--- src/gpio_edge_map.vh ---
// register map and field constants for the gpio edge enable block
`ifndef GPIO_EDGE_MAP_VH
`define GPIO_EDGE_MAP_VH

// bus widths and pin group sizes
`define ADDR_W        8
`define DATA_W        32
`define LO_W          32
`define HI_W          18
`define HI_PAD        14

// edge enable registers, read/write
`define OFF_RISE_EN_LO      8'h30
`define OFF_RISE_EN_HI      8'h34
`define OFF_FALL_EN_LO      8'h3c
`define OFF_FALL_EN_HI      8'h40

// edge status registers, write one to clear
`define OFF_STATUS_LO       8'h48
`define OFF_STATUS_HI       8'h4c

// write-only set and clear registers
`define OFF_RISE_SET_LO     8'h6c
`define OFF_RISE_SET_HI     8'h70
`define OFF_RISE_CLEAR_LO   8'h78
`define OFF_RISE_CLEAR_HI   8'h7c
`define OFF_FALL_SET_LO     8'h84
`define OFF_FALL_SET_HI     8'h88
`define OFF_FALL_CLEAR_LO   8'h90
`define OFF_FALL_CLEAR_HI   8'h94

// edge pass masks, read/write
`define OFF_MASK_LO         8'h9c
`define OFF_MASK_HI         8'ha0

// reset values
`define RST_WORD            32'h0000_0000
`define RST_LO              32'h0000_0000
`define RST_HI              18'h0_0000

`endif

--- src/gpio_edge_enable_set_clear.v ---
// gpio edge enables with bitwise set/clear, edge status and pass mask
//
// How it works
// - one in rise-clear word clears enable
// - zeros in set/clear words change nothing
// - one in fall-set word sets enable
// - one in fall-clear word clears enable
// - mask zero blocks edge, one passes
// - masks read/write, reset to zero
// - high group bits 17:0 only, rest zero
// - set/clear words write-only, hold nothing
// - enabled rising edge sets status bit
// - enabled falling edge sets status bit
// - status sticky, write one clears
//
// Strobed register access is this design's own decision.
`timescale 1ns/1ps
`include "gpio_edge_map.vh"
module gpio_edge_enable_set_clear (
	// clock and reset
	input  wire                 clock,
	input  wire                 resetn,
	// register port
	input  wire [`ADDR_W-1:0]   addr,
	input  wire [`DATA_W-1:0]   wdata,
	input  wire                 wr_en,
	input  wire                 rd_en,
	output reg  [`DATA_W-1:0]   rdata_reg,
	// gpio pins
	input  wire [`LO_W-1:0]     gpio_in_lo,
	input  wire [`HI_W-1:0]     gpio_in_hi,
	// edge interrupt
	output reg                  irq_reg
);

	// address match helper
	function hit;
		input [`ADDR_W-1:0] a;
		input [`ADDR_W-1:0] off;
		begin
			hit = (a == off);
		end
	endfunction

	// high group word, upper bits zero
	function [`DATA_W-1:0] ext_hi;
		input [`HI_W-1:0] v;
		begin
			ext_hi = {{`HI_PAD{1'b0}}, v};
		end
	endfunction

	// edge pulses from synchronised pins
	wire [`LO_W-1:0] rise_lo;
	wire [`LO_W-1:0] fall_lo;
	wire [`HI_W-1:0] rise_hi;
	wire [`HI_W-1:0] fall_hi;

	// enable registers
	wire [`LO_W-1:0] rise_en_lo;
	wire [`HI_W-1:0] rise_en_hi;
	wire [`LO_W-1:0] fall_en_lo;
	wire [`HI_W-1:0] fall_en_hi;

	// status and mask state
	reg  [`LO_W-1:0] status_lo_reg;
	reg  [`LO_W-1:0] status_lo_next;
	reg  [`HI_W-1:0] status_hi_reg;
	reg  [`HI_W-1:0] status_hi_next;
	reg  [`LO_W-1:0] mask_lo_reg;
	reg  [`LO_W-1:0] mask_lo_next;
	reg  [`HI_W-1:0] mask_hi_reg;
	reg  [`HI_W-1:0] mask_hi_next;
	reg  [`DATA_W-1:0] rdata_next;

	// high group write data, reserved bits dropped
	wire [`HI_W-1:0] wdata_hi;
	assign wdata_hi = wdata[`HI_W-1:0];

	// write strobes per register
	wire wr_rise_en_lo;
	wire wr_rise_en_hi;
	wire wr_fall_en_lo;
	wire wr_fall_en_hi;
	wire wr_status_lo;
	wire wr_status_hi;
	wire wr_rise_set_lo;
	wire wr_rise_set_hi;
	wire wr_rise_clr_lo;
	wire wr_rise_clr_hi;
	wire wr_fall_set_lo;
	wire wr_fall_set_hi;
	wire wr_fall_clr_lo;
	wire wr_fall_clr_hi;
	wire wr_mask_lo;
	wire wr_mask_hi;

	// address decode of writes
	assign wr_rise_en_lo  = wr_en & hit(addr, `OFF_RISE_EN_LO);
	assign wr_rise_en_hi  = wr_en & hit(addr, `OFF_RISE_EN_HI);
	assign wr_fall_en_lo  = wr_en & hit(addr, `OFF_FALL_EN_LO);
	assign wr_fall_en_hi  = wr_en & hit(addr, `OFF_FALL_EN_HI);
	assign wr_status_lo   = wr_en & hit(addr, `OFF_STATUS_LO);
	assign wr_status_hi   = wr_en & hit(addr, `OFF_STATUS_HI);
	assign wr_rise_set_lo = wr_en & hit(addr, `OFF_RISE_SET_LO);
	assign wr_rise_set_hi = wr_en & hit(addr, `OFF_RISE_SET_HI);
	assign wr_rise_clr_lo = wr_en & hit(addr, `OFF_RISE_CLEAR_LO);
	assign wr_rise_clr_hi = wr_en & hit(addr, `OFF_RISE_CLEAR_HI);
	assign wr_fall_set_lo = wr_en & hit(addr, `OFF_FALL_SET_LO);
	assign wr_fall_set_hi = wr_en & hit(addr, `OFF_FALL_SET_HI);
	assign wr_fall_clr_lo = wr_en & hit(addr, `OFF_FALL_CLEAR_LO);
	assign wr_fall_clr_hi = wr_en & hit(addr, `OFF_FALL_CLEAR_HI);
	assign wr_mask_lo     = wr_en & hit(addr, `OFF_MASK_LO);
	assign wr_mask_hi     = wr_en & hit(addr, `OFF_MASK_HI);

	// pin synchronisers and edge detect, low group
	edge_sync_detect #(
		.WIDTH      (`LO_W)
	) u_sync_lo (
		.clock      (clock),
		.resetn     (resetn),
		.pin_in     (gpio_in_lo),
		.rise_pulse (rise_lo),
		.fall_pulse (fall_lo)
	);

	// pin synchronisers and edge detect, high group
	edge_sync_detect #(
		.WIDTH      (`HI_W)
	) u_sync_hi (
		.clock      (clock),
		.resetn     (resetn),
		.pin_in     (gpio_in_hi),
		.rise_pulse (rise_hi),
		.fall_pulse (fall_hi)
	);

	enable_bank #(
		.WIDTH     (`LO_W)
	) u_rise_lo (
		.clock     (clock),
		.resetn    (resetn),
		.write_stb (wr_rise_en_lo),
		.set_stb   (wr_rise_set_lo),
		.clear_stb (wr_rise_clr_lo),
		.wdata     (wdata),
		.en_reg    (rise_en_lo)
	);

	enable_bank #(
		.WIDTH     (`HI_W)
	) u_rise_hi (
		.clock     (clock),
		.resetn    (resetn),
		.write_stb (wr_rise_en_hi),
		.set_stb   (wr_rise_set_hi),
		.clear_stb (wr_rise_clr_hi),
		.wdata     (wdata_hi),
		.en_reg    (rise_en_hi)
	);

	enable_bank #(
		.WIDTH     (`LO_W)
	) u_fall_lo (
		.clock     (clock),
		.resetn    (resetn),
		.write_stb (wr_fall_en_lo),
		.set_stb   (wr_fall_set_lo),
		.clear_stb (wr_fall_clr_lo),
		.wdata     (wdata),
		.en_reg    (fall_en_lo)
	);

	// falling enables, high group
	enable_bank #(
		.WIDTH     (`HI_W)
	) u_fall_hi (
		.clock     (clock),
		.resetn    (resetn),
		.write_stb (wr_fall_en_hi),
		.set_stb   (wr_fall_set_hi),
		.clear_stb (wr_fall_clr_hi),
		.wdata     (wdata_hi),
		.en_reg    (fall_en_hi)
	);

	wire [`LO_W-1:0] seen_lo;
	wire [`HI_W-1:0] seen_hi;
	assign seen_lo = (rise_lo & rise_en_lo) | (fall_lo & fall_en_lo);
	assign seen_hi = (rise_hi & rise_en_hi) | (fall_hi & fall_en_hi);

	always @* begin
		status_lo_next = status_lo_reg;
		status_hi_next = status_hi_reg;
		if (wr_status_lo) begin
			status_lo_next = status_lo_reg & ~wdata;
		end
		if (wr_status_hi) begin
			status_hi_next = status_hi_reg & ~wdata_hi;
		end
		status_lo_next = status_lo_next | seen_lo; // set after clear, set wins
		status_hi_next = status_hi_next | seen_hi;
	end

	// status registers
	always @(posedge clock or negedge resetn) begin
		if (!resetn) begin
			status_lo_reg <= `RST_LO;
			status_hi_reg <= `RST_HI;
		end else begin
			status_lo_reg <= status_lo_next;
			status_hi_reg <= status_hi_next;
		end
	end

	// mask words, whole word replaced on write
	always @* begin
		mask_lo_next = mask_lo_reg;
		mask_hi_next = mask_hi_reg;
		if (wr_mask_lo) begin
			mask_lo_next = wdata;
		end
		if (wr_mask_hi) begin
			mask_hi_next = wdata_hi;
		end
	end

	always @(posedge clock or negedge resetn) begin
		if (!resetn) begin
			mask_lo_reg <= `RST_LO;
			mask_hi_reg <= `RST_HI;
		end else begin
			mask_lo_reg <= mask_lo_next;
			mask_hi_reg <= mask_hi_next;
		end
	end

	wire [`LO_W-1:0] pass_lo;
	wire [`HI_W-1:0] pass_hi;
	assign pass_lo = status_lo_next & mask_lo_reg;
	assign pass_hi = status_hi_next & mask_hi_reg;

	wire irq_next;
	assign irq_next = (|pass_lo) | (|pass_hi);

	// event level registered so the pin leaves a flop
	always @(posedge clock or negedge resetn) begin
		if (!resetn) begin
			irq_reg <= 1'b0;
		end else begin
			irq_reg <= irq_next;
		end
	end

	// read mux; write-only and unmapped read zero
	always @* begin
		rdata_next = `RST_WORD;
		case (addr)
			`OFF_RISE_EN_LO: begin
				rdata_next = rise_en_lo;
			end
			`OFF_RISE_EN_HI: begin
				rdata_next = ext_hi(rise_en_hi);
			end
			`OFF_FALL_EN_LO: begin
				rdata_next = fall_en_lo;
			end
			`OFF_FALL_EN_HI: begin
				rdata_next = ext_hi(fall_en_hi);
			end
			`OFF_STATUS_LO: begin
				rdata_next = status_lo_reg;
			end
			`OFF_STATUS_HI: begin
				rdata_next = ext_hi(status_hi_reg);
			end
			`OFF_MASK_LO: begin
				rdata_next = mask_lo_reg;
			end
			`OFF_MASK_HI: begin
				rdata_next = ext_hi(mask_hi_reg);
			end
			default: begin
				rdata_next = `RST_WORD;
			end
		endcase
	end

	// read data valid the cycle after rd_en only
	always @(posedge clock or negedge resetn) begin
		if (!resetn) begin
			rdata_reg <= `RST_WORD;
		end else if (rd_en) begin
			rdata_reg <= rdata_next;
		end else begin
			rdata_reg <= `RST_WORD;
		end
	end

endmodule // gpio_edge_enable_set_clear

--- src/edge_sync_detect.v ---
// two-stage pin synchroniser with rising and falling edge pulses
`timescale 1ns/1ps
module edge_sync_detect #(
	parameter WIDTH = 32
) (
	// clock and reset
	input  wire             clock,
	input  wire             resetn,
	// raw pins
	input  wire [WIDTH-1:0] pin_in,
	// one-cycle edge pulses
	output wire [WIDTH-1:0] rise_pulse,
	output wire [WIDTH-1:0] fall_pulse
);

	reg [WIDTH-1:0] meta_reg;
	reg [WIDTH-1:0] sync_reg;
	reg [WIDTH-1:0] prev_reg;

	// meta_reg feeds only sync_reg
	always @(posedge clock or negedge resetn) begin
		if (!resetn) begin
			meta_reg <= {WIDTH{1'b0}};
			sync_reg <= {WIDTH{1'b0}};
			prev_reg <= {WIDTH{1'b0}};
		end else begin
			meta_reg <= pin_in;
			sync_reg <= meta_reg;
			prev_reg <= sync_reg;
		end
	end

	// edges seen between synced samples
	assign rise_pulse = sync_reg & ~prev_reg;
	assign fall_pulse = ~sync_reg & prev_reg;

endmodule // edge_sync_detect

--- src/enable_bank.v ---
// one edge enable register with direct write and bitwise set/clear
`timescale 1ns/1ps
module enable_bank #(
	parameter WIDTH = 32
) (
	// clock and reset
	input  wire             clock,
	input  wire             resetn,
	// write strobes
	input  wire             write_stb,
	input  wire             set_stb,
	input  wire             clear_stb,
	input  wire [WIDTH-1:0] wdata,
	// enable bits
	output reg  [WIDTH-1:0] en_reg
);

	reg [WIDTH-1:0] en_next;

	// direct write replaces the word; in set and clear only ones change bits
	always @* begin
		en_next = en_reg;
		if (write_stb) begin
			en_next = wdata;
		end else if (set_stb) begin
			en_next = en_reg | wdata;
		end else if (clear_stb) begin
			en_next = en_reg & ~wdata;
		end
	end

	always @(posedge clock or negedge resetn) begin
		if (!resetn) begin
			en_reg <= {WIDTH{1'b0}};
		end else begin
			en_reg <= en_next;
		end
	end

endmodule // enable_bank

--- config.mk ---
export PLATFORM = sky130hd
export DESIGN_NAME = gpio_edge_enable_set_clear
export DESIGN_NICKNAME = d
export VERILOG_FILES = /design/src/gpio_edge_enable_set_clear.v /design/src/edge_sync_detect.v /design/src/enable_bank.v
export VERILOG_INCLUDE_DIRS = /design/src
export SDC_FILE = /design/constraint.sdc
export NUM_CORES = 1
export LEC_CHECK = 0
export BUFFER_PORTS_ARGS = -buffer_cell sky130_fd_sc_hd__buf_2
export CORE_UTILIZATION = 59
export CTS_CLUSTER_DIAMETER = 80
export DETAILED_ROUTE_END_ITERATION = 12
export PLACE_DENSITY = 0.86
export SYNTH_ARGS = -nofsm -noshare
export SYNTH_HDL_FRONTEND = slang
export SYNTH_SLANG_ARGS = --single-unit
--- constraint.sdc ---
create_clock -name clock -period 3.1 [get_ports clock]
set_clock_uncertainty 0.05 [all_clocks]
set_input_delay 0.155 -clock clock [delete_from_list [all_inputs] [get_ports clock]]
set_output_delay 0.155 -clock clock [all_outputs]
set_load 0.02 [all_outputs]
==> metrics.md, run 1 <==
| Metric | Value |
|---|---|
| Comb pwr share | 0.076 |
| CP Launch Type | register |
| Clock power frac | 0.438 |
| Status | complete, no violations |
| Cell Int Power | 9.121 mW |
| Die Span Y | 165.2 um |
| Post-synth net total | 1398 |
| Distinct cells, synth | 61 |
| CTS Sinks | 383 |
| CTS Buffer Depth | 3 |
| Post-DP HPWL | 30.64 mm |
| Initial Utilization | 0.6030 |
| Routed vias | 13252 |
| DR iter-0 viols | 1706 |
| Arrival time worst endpoint | 2880 ps |
| Average routed wire per standard cell | 26.89 um |
| Clock slew at reported path FFs | about 60 ps |
| Fin cells | 1876 |
| Maximum vdd drop | 0.5933 mV |
| Cts hold-fix bufs | 78 |
| Ports | about 130 |
| Yosys warns | 0 |
| Synth area leader | dfrtp_1 |
| Actual slew at the worst max-slew pin | 1003 ps |
| Cts repair resizes | 0 |
| Hold Path Class | input pin to register |
| Std-Cell Rows | 59 |
| Worst EP required | 3440 ps |
| Leakage power total | just over 8 nW |
| GRT Residual Overflow | 0 |
| FF-to-FF setup slack | 560 ps |
| Hold Path Depth | 4 |
| Layout area overhead | 21.49% |
| FF+latch area | 0.009584 mm2 |
| Final Cycle Share | 0.8208 |
| Vias in the first global route | 13292 |
| RSZ-0062 raised after global routing | no |
| Max-slew violations | 0 |
| Slew HR | 0.3316 |
| IO buf count | 126 |
| Commonest cells in the netlist | dfrtp_1, a22o_1, nand2_1, o21ai_0, nand3b_1 |
| Die area | 0.02729 mm2 |
| Reg power frac | 0.486 |
| Fin crit period | 2544 ps |
| Worst Path Max Fanout | 3 |
| Initial DRT Pass Iterations | 8 |
| Synth Register Bits | 383 |
| TNS Setup | 0 ps |
| Post-CTS setup buffer count | 0 |
| CP Class | register to register |
| Fin util | 0.7326 |
| H-Tree Depth | 2 |
| Pwr dens | 625.2 mW/mm2 |
| Syn avg cell area | 12.05 um2 |
| Routability cong. | 0.9776 |
| Via-per-instance ratio | 7.064 |
| Largest net degree at the start of global routing | between 90 and 100 |
| Hold Slack | just under 20 ps |
| Post-synth EDFFs | 0 |
| Post-Route WL | between 50 and 60 mm |
| CTS tree | done |
| Synth top area cells | dfrtp_1, a22o_1, mux2_2 |
| Most frequent cell after synthesis | dfrtp_1 |
| Place WS | 534.5 ps |
| CP Capture Type | register |
| Nets | 1604 |
| Inst Count DP | 1725 |
| Die Wd | 165.2 um |
| CORE AREA | 0.02606 mm2 |
| Initial antenna violation count | 3 |
| Multi-input gate area | 0.005759 mm2 |
| Max Cap Violations | 0 |
| Final hold violations | 0 |
| Reg2Reg Depth | 6 |
| Filler cells | 1709 |
| Fraction of registers with async set/reset | 1.000 |
| Num CTS Buffers | 40 |
| Cell Area, Synth | 0.01571 mm2 |
| Share of cells above drive strength 1 | 0.1987 |
| Clk_lat worst skew | around 530 ps |
| Final ANT Viol Nets | 0 |
| Root Driver | clkbuf_16 |
| Final setup violation count | 0 |
| First-pass GRT wire length | 76.21 mm |
| Final setup margin | 555.7 ps |
| Syn Inst Count | 1304 |
| Highest Clock Rate | about 0.39 GHz |
| P_sw | 2.814 mW |
| Synth top area share | 0.6099 |
| DRC Markers | 0 |
| Ys flop type | dfrtp_1 |
| Switch share | 0.2358 |
| Sequential fraction of the synthesis area | 0.6099 |
| GRT Overall Usage | 0.3799 |
==> area by class of cell <==
cell class	instances	share of cell area
inverter	6	0.001180
sequential	383	0.5020
timing repair buffer	250	0.09713
antenna	1	0.0001311
clock buffer	57	0.06266
clock inverter	15	0.01324
tap	335	0.02196
multi-input combinational	829	0.3017
==> power groups by stage <==
stage	combinational (mW)	clock (mW)	sequential [mW]
3_5_place_dp	0.809	0	5.85
3_3_place_gp	0.772	0	5.83
4_1_cts	0.892	5.24	5.77
5_1_grt	0.982	5.46	5.83
2_1_floorplan	0.466	0	5.73
6_report	0.911	5.22	5.80
==> critical path, cell delays in order (launching register included) <==
cell,delay [ps]
dfrtp_1,410
nand3b_1,180
a21boi_0,310
a2111o_1,460
or4_1,520
nor4_1,340
nand4_1,150
==> routing by layer <==
metal / up-vias / track usage / share of wire
li1: 5405 / - / -
met1: 6526 / 0.4971 / 0.37
met2: 1054 / 0.5675 / 0.45
met3: 263 / 0.1074 / 0.12
met4: 4 / 0.2244 / 0.060
met5: - / 0 / 0.00059
==> stage by stage <==
stage | instance area [um2] | total power [mW]
detailed placement | 16860 | 6.660
CTS | 19090 | 11.90
global route | 19090 | 12.27
global placement | 16860 | 6.603
floorplan | 15710 | 6.195
finish | 19090 | 11.94
==> final timing paths <==
check                                                        end                              from
worst max-delay path                           irq_reg$_DFF_PN0_  u_sync_lo.sync_reg[18]$_DFF_PN0_
worst min-delay path                  status_hi_reg[6]$_DFF_PN0_                          wdata[6]
worst max register to register                 irq_reg$_DFF_PN0_  u_sync_lo.sync_reg[18]$_DFF_PN0_
worst min register to register  u_sync_hi.sync_reg[11]$_DFF_PN0_  u_sync_hi.meta_reg[11]$_DFF_PN0_
max in group asynchronous       u_sync_lo.sync_reg[15]$_DFF_PN0_                            resetn
min in group asynchronous             asynchronous set/reset pin                            resetn
==> kinds of logic (layout without fill, tap and decap cells) <==
logic type             Yosys count  count (layout)  synth area share
AND/OR/NAND/NOR                311             311            0.1139
other                            0               1                 0
flip-flops                     383             383            0.6099
multiplexers                    50              50           0.03583
buffers and inverters           92             328           0.02508
AO/OA/AOI/OAI                  468             468            0.2153
==> layout by cell type, fill, tap and decap left out, types with 6 or more instances in the layout <==
cell type      instances
dfrtp_1              383
buf_2                125
a22o_1               119
nand2_1              113
o21ai_0               80
dlygate4sd3_1         78
nand3b_1              69
a22oi_1               67
mux2_2                46
clkbuf_16             41
o21ai_1               39
buf_4                 39
nand3_1               32
a31oi_1               31
nand4_1               23
a21boi_0              21
a221oi_1              19
a21o_1                18
nand4b_1              18
a21oi_1               17
a41oi_1               14
clkbuf_8              11
nor2_1                 9
o211ai_1               8
bufinv_16              7
clkinv_2               7
buf_12                 7
and3b_1                6
inv_1                  6
(Power assumes the default switching activity.)
==> run 2: changes to the inputs <==
clock period = 2.45 ns   (was 3.1 ns; I/O delays follow)
==> metrics.md, run 2 (synthesized netlist as in run 1, its figures left out) <==
| Metric | Value |
|---|---|
| Status | complete, no violations |
| Most common library cell in the layout ignoring fill and taps | dfrtp_1 |
| Average routed wire per standard cell | 27.20 um |
| Layout area overhead | 22.18% |
| Most frequent cells in the layout | dfrtp_1, buf_2, a22o_1 |
| H-Tree Depth | 2 |
| Post-CTS setup buffer count | 0 |
| Final setup violation count | 0 |
| CP Launch Type | register |
| Actual slew at the worst max-slew pin | approximately 810 ps |
| CTS Buffer Depth | 3 |
| IO buf count | 126 |
| Hold Path Class | input pin to register |
| CTS tree | done |
| Fin crit period | 2287 ps |
| Worst EP required | 2780 ps |
| Crit-path max cell delay | 530 ps |
| Post-DP HPWL | 31.90 mm |
| GRT Overall Usage | 0.3844 |
| Routability cong. | 0.9924 |
| Placed Area | 0.01704 mm2 |
| Clk_lat worst skew | approximately 520 ps |
| FF-to-FF setup slack | ~160 ps |
| Fin cells | about 1900 |
| Clock slew at reported path FFs | 60 ps |
| Nets | roughly 1600 |
| Max Cap Violations | 0 |
| DR iter-0 viols | 2034 |
| Number of antenna diodes | 0 |
| Leakage power total | 8.361 nW |
| RSZ-0062 raised after global routing | no |
| DRC Markers | 0 |
| Worst Path Max Fanout | 3 |
| Vias in the first global route | 13201 |
| Worst path bufs/invs | 0 |
| CTS Sinks | 383 |
| Die area | 0.02729 mm2 |
| Reg2Reg Depth | 6 |
| Std-Cell Rows | 59 |
| Final hold violations | 0 |
| Arrival time worst endpoint | 2620 ps |
| Ports | between 100 and 150 |
| First-pass GRT wire length | 77.19 mm |
| Hold Path Depth | 4 |
| Max-slew violations | 0 |
| Hold_sp | wdata[12] |
| GRT Residual Overflow | 0 |
| CORE AREA | around 0.026 mm2 |
| Slew HR | 0.4555 |
| Inst Count DP | around 1700 |
| Root Driver | clkbuf_16 |
| Post-Route WL | 51.38 mm |
| Slowest CP cell | or4_1 |
| CP Capture Type | register |
| Routed vias | about 13000 |
| Pwr dens | around 770 mW/mm2 |
| Maximum vdd drop | slightly below 0.7 mV |
| Die Wd | 165.2 um |
| Hold endpoint | status_lo_reg[12]$_DFF_PN0_ |
| Critical R2R Capture | irq_reg$_DFF_PN0_ |
| Initial antenna violation count | 0 |
| TNS Setup | 0 ps |
| Initial DRT Pass Iterations | 6 |
| Via-per-instance ratio | 7.127 |
| Largest net degree at the start of global routing | 78 |
| Num CTS Buffers | 39 |
| Final ANT Viol Nets | 0 |
| Highest Clock Rate | 0.4373 GHz |
| Share of cells above drive strength 1 | 0.2040 |
| Design area | 0.01920 mm2 |
| CP Class | register to register |
| Worst path cell trace | nand3b_1 -> o21ai_1 -> a2111o_1 -> or4_1 -> nor4_1 -> nand4_1 |
| Crit-path leading delay family | simple AND/OR/NAND/NOR gates |
| Initial Utilization | 0.6030 |
| Die Span Y | about 170 um |
| Final Cycle Share | 0.9334 |
run 2: changes by cell type in the layout (fill, tap and decap cells not counted), moves of 2 or more:
cell,before,now
bufinv_16,7,5
clkbuf_1,5,8
clkinv_2,7,1
buf_12,7,11
buf_4,39,53
run 2: routing by layer:
metal  track usage  routed length (um)
met4        0.2302                3451
met3        0.1136                6513
met2        0.5755               22780
met5             0                   0
met1        0.4966               18630
run 2: how the worst max path moves through the flow:
| stage | depth (start not counted) | to | slack [ps] | startpoint |
|---|---|---|---|---|
| 6_report | 6 | irq_reg$_DFF_PN0_ | 160 | register |
| 5_1_grt | 7 | irq_reg$_DFF_PN0_ | 4 | u_sync_hi.sync_reg[2]$_DFF_PN0_ |
| 3_3_place_gp | 9 | irq_reg$_DFF_PN0_ | 110 | addr[5] |
| 3_5_place_dp | 9 | irq_reg$_DFF_PN0_ | 40 | addr[5] |
| 2_1_floorplan | 8 | irq_reg$_DFF_PN0_ | 470 | addr[5] |
| 4_1_cts | 7 | irq_reg$_DFF_PN0_ | 220 | u_sync_hi.sync_reg[2]$_DFF_PN0_ |
run 2: stage by stage:
step	power (mW)	hold slack, ps	worst slack [ps]	util
2_1_floorplan	7.838	-223.1	473.2	-
3_3_place_gp	8.375	115.6	108.3	0.6541
3_5_place_dp	8.432	114.3	37.96	0.6541
4_1_cts	14.79	1.762	215.5	0.7367
5_1_grt	15.24	23.37	3.540	0.7367
6_report	14.83	2.203	163.2	0.7367
run 2: repair_timing:
action / 4_1_cts / 5_1_grt
hold buffers: 78 / 0
endpoints found under the hold margin: 225 / 0
gates resized for setup: 0 / 1
setup endpoints to repair: 0 / 1
run 2: power by group:
| part | switching (mW) | internal, mW |
|---|---|---|
| logic | 0.591 | 0.570 |
| clock network | 2.44 | 3.88 |
| registers | 0.491 | 6.85 |
| total | 3.53 | 11.3 |
run 2: worst min-delay path: cells and delay by family:
family / cells / cell delay, ps
and+or+nand+nor: 3 / 210
buffers and inverters: 1 / 200
run 2: area by class of cell:
type	instances	area (um2)
Clock buffer	59	1194
Clock inverter	9	178.9
Fill cell	1653	6860
Inverter	6	22.52
Multi-Input combinational cell	829	5761
Sequential cell	383	9584
Tap cell	335	419.2
Timing Repair Buffer	268	2039
==> run 3: changes to the inputs <==
CORE_UTILIZATION = 54   (was 59)
PLACE_DENSITY = 0.83   (was 0.86)
SYNTH_HIERARCHICAL = 1   (was unset)
clock period = 2.1 ns   (was 2.45 ns; I/O delays follow)
==> metrics.md, run 3 <==
| Metric | Value |
|---|---|
| Final ANT Viol Nets | 0 |
| Synth area leader | dfrtp_1 |
| Switch share | 0.2314 |
| Ys flop type | dfrtp_1 |
| Syn avg cell area | 12.78 um2 |
| Via-per-instance ratio | 6.495 |
| Post-synth net total | 1331 |
| Most frequent cell after synthesis | dfrtp_1 |
| Layout area overhead | 26.15% |
| Comb pwr share | 0.080 |
| Reg2Reg Depth | 6 |
| Fraction of registers with async set/reset | 1.000 |
| Final hold violations | 0 |
| Synth Register Bits | 383 |
| Average routed wire per standard cell | 24.25 um |
| CTS Sinks | roughly 380 |
| Worst EP required | 2450 ps |
| Maximum vdd drop | approximately 0.61 mV |
| CP Class | register to register |
| H-Tree Depth | 2 |
| CP Launch Type | register |
| Synth top area share | 0.6063 |
| Cell Area, Synth | 0.01581 mm2 |
| Arrival time worst endpoint | 2410 ps |
| Largest net degree at the start of global routing | 73 |
| Status | complete, no violations |
| Syn Inst Count | 1237 |
| CTS tree | done |
| Fin cells | 1938 |
| Filler cells | 1921 |
| Most common library cell in the layout ignoring fill and taps | dfrtp_1 |
| Die Span Y | 173.1 um |
| Sequential fraction of the synthesis area | 0.6063 |
| Max Cap Violations | 0 |
| Reg power frac | 0.490 |
| Crit-path leading delay family | compound AO/OA/AOI/OAI gates |
| DR iter-0 viols | between 1500 and 2000 |
| CP Capture Type | register |
| Most frequent cells in the layout | dfrtp_1, nand2_1, buf_2 |
| GRT Residual Overflow | 0 |
| Slew HR | 0.6828 |
| Yosys warns | 6 |
| RSZ-0062 raised after global routing | yes |
| Routability cong. | roughly 0.94 |
| Initial DRT Pass Iterations | 8 |
| DRC Markers | 0 |
| Leakage power total | 9.041 nW |
| First-pass GRT wire length | 73.29 mm |
| Post-DP HPWL | slightly below 30 mm |
| Number of antenna diodes | 0 |
| Worst path bufs/invs | 0 |
| Initial antenna violation count | 0 |
| Stages on the worst setup path | 6 |
| Synth top area cells | dfrtp_1, a32o_1, and2b_2 |
| Die Wd | between 150 and 200 um |
| Die area | 0.02996 mm2 |
| Worst Path Max Fanout | 3 |
| Vias in the first global route | 13041 |
| IO buf count | 126 |
| Post-Route WL | 47.00 mm |
| Root Driver | clkbuf_16 |
| Num CTS Buffers | 39 |
| CORE AREA | 0.02878 mm2 |
| Nets | between 1500 and 2000 |
| Ports | 127 |
| Design area | 0.01994 mm2 |
| Clk_lat worst skew | ~530 ps |
| Hold Slack | 19.63 ps |
| Clock power frac | 0.430 |
| Crit-path max cell delay | 420 ps |
| Final setup margin | between 40 and 50 ps |
| Highest Clock Rate | 0.4866 GHz |
| Actual slew at the worst max-slew pin | 475.7 ps |
| Fin crit period | approximately 2100 ps |
| Post-synth EDFFs | 0 |
| Std-Cell Rows | 62 |
| CTS Buffer Depth | 3 |
| Final Cycle Share | 0.9786 |
| Cell Int Power | 12.71 mW |
| Hold Path Depth | 3 |
| P_sw | 3.827 mW |
| GRT Overall Usage | 0.3177 |
| Slowest CP cell | a2111o_1 |
| Clock slew at reported path FFs | 60 ps |
| Worst path cell trace | and2b_2 -> a22o_1 -> o21a_1 -> a2111o_1 -> nor4_2 -> nand4_1 |
| Max-slew violations | 0 |
| Share of cells above drive strength 1 | 0.3192 |
| Pwr dens | 829.0 mW/mm2 |
| Routed vias | 12588 |
| Place WS | -337.9 ps |
| Hold Path Class | input pin to register |
| Placed Area | 0.01780 mm2 |
| Inst Count DP | around 1800 |
| Fin util | 0.6929 |
| Commonest cells in the netlist | dfrtp_1, nand2_1, a32o_1, and2b_2, a41oi_1 |
| Final setup violation count | 0 |
| Distinct cells, synth | 45 |
| Initial Utilization | 0.5493 |
run 3: cell types whose count changed after synthesis, sizes merged, moves of 54 or more:
cell	previous run	this run
nand3b	69	2
o21ai	120	17
a32o	2	100
and2b	0	100
a22o	119	39
a41oi	14	68
run 3: per-layer routing:
metal / part of all wire / up-vias / track usage
li1: - / 5251 / -
met1: 0.37 / 6254 / 0.4052
met2: 0.46 / 857 / 0.5000
met3: 0.10 / 226 / 0.07850
met4: 0.059 / 0 / 0.1774
met5: 0 / - / 0
run 3: power by group through the flow:
stage / logic (mW) / registers, mW / clock network [mW]
after global routing: 1.42 / 8.14 / 7.51
final: 1.32 / 8.11 / 7.11
after detailed placement: 1.16 / 8.22 / 0
after floorplan: 0.572 / 8.12 / 0
after global placement: 1.13 / 8.20 / 0
after CTS: 1.30 / 8.09 / 7.16
run 3: worst reg2reg max path, stage by stage (launching register included):
cell and delay, ps:
dfrtp_1 400, and2b_2 210, a22o_1 270, o21a_1 200, a2111o_1 420, nor4_2 260
nand4_1 120
run 3: path summary, 6_finish.rpt:
check	slack (ps)	startpoint	endpoint
max in group asynchronous	1200	resetn	status_lo_reg[18]$_DFF_PN0_
min	20	wdata[10]	register
min reg2reg	290	u_sync_lo/meta_reg[10]$_DFF_PN0_	u_sync_lo/sync_reg[10]$_DFF_PN0_
max reg2reg	40	u_sync_lo/sync_reg[15]$_DFF_PN0_	irq_reg$_DFF_PN0_
min in group asynchronous	50	resetn	u_sync_lo/meta_reg[4]$_DFF_PN0_
max	40	u_sync_lo/sync_reg[15]$_DFF_PN0_	irq_reg$_DFF_PN0_
run 3: cells by family (layout without fill, tap and decap cells):
family,Yosys count,count (layout),share of synthesized area
flip-flops,383,383,0.6063
AO/OA/AOI/OAI,349,349,0.1941
AND/OR/NAND/NOR,327,327,0.1251
buffers and inverters,128,445,0.03902
multiplexers,50,50,0.03562
run 3: cell type report:
class                      instances  area (um2)  area share
timing repair buffer             323        2728      0.1368
tap                              384       480.5     0.02409
sequential                       383        9584      0.4806
clock inverter                    13       205.2     0.01029
multi-input combinational        726        5657      0.2836
inverter                          54       202.7     0.01016
clock buffer                      55        1086     0.05446
run 3: what timing repair did:
action                                 in CTS  in global routing
setup endpoints to repair                   1                  1
gates resized for setup                     1                  1
setup buffers                               1                  0
pin swaps                                   1                 11
hold buffers                               83                  0
endpoints found under the hold margin     584                  0
run 3: stage by stage:
step / setup TNS [ps] / power, mW
2_1_floorplan: 0 / 8.690
3_3_place_gp: -822.6 / 9.322
3_5_place_dp: -1642 / 9.383
4_1_cts: 0 / 16.55
5_1_grt: -19.76 / 17.07
6_report: 0 / 16.53
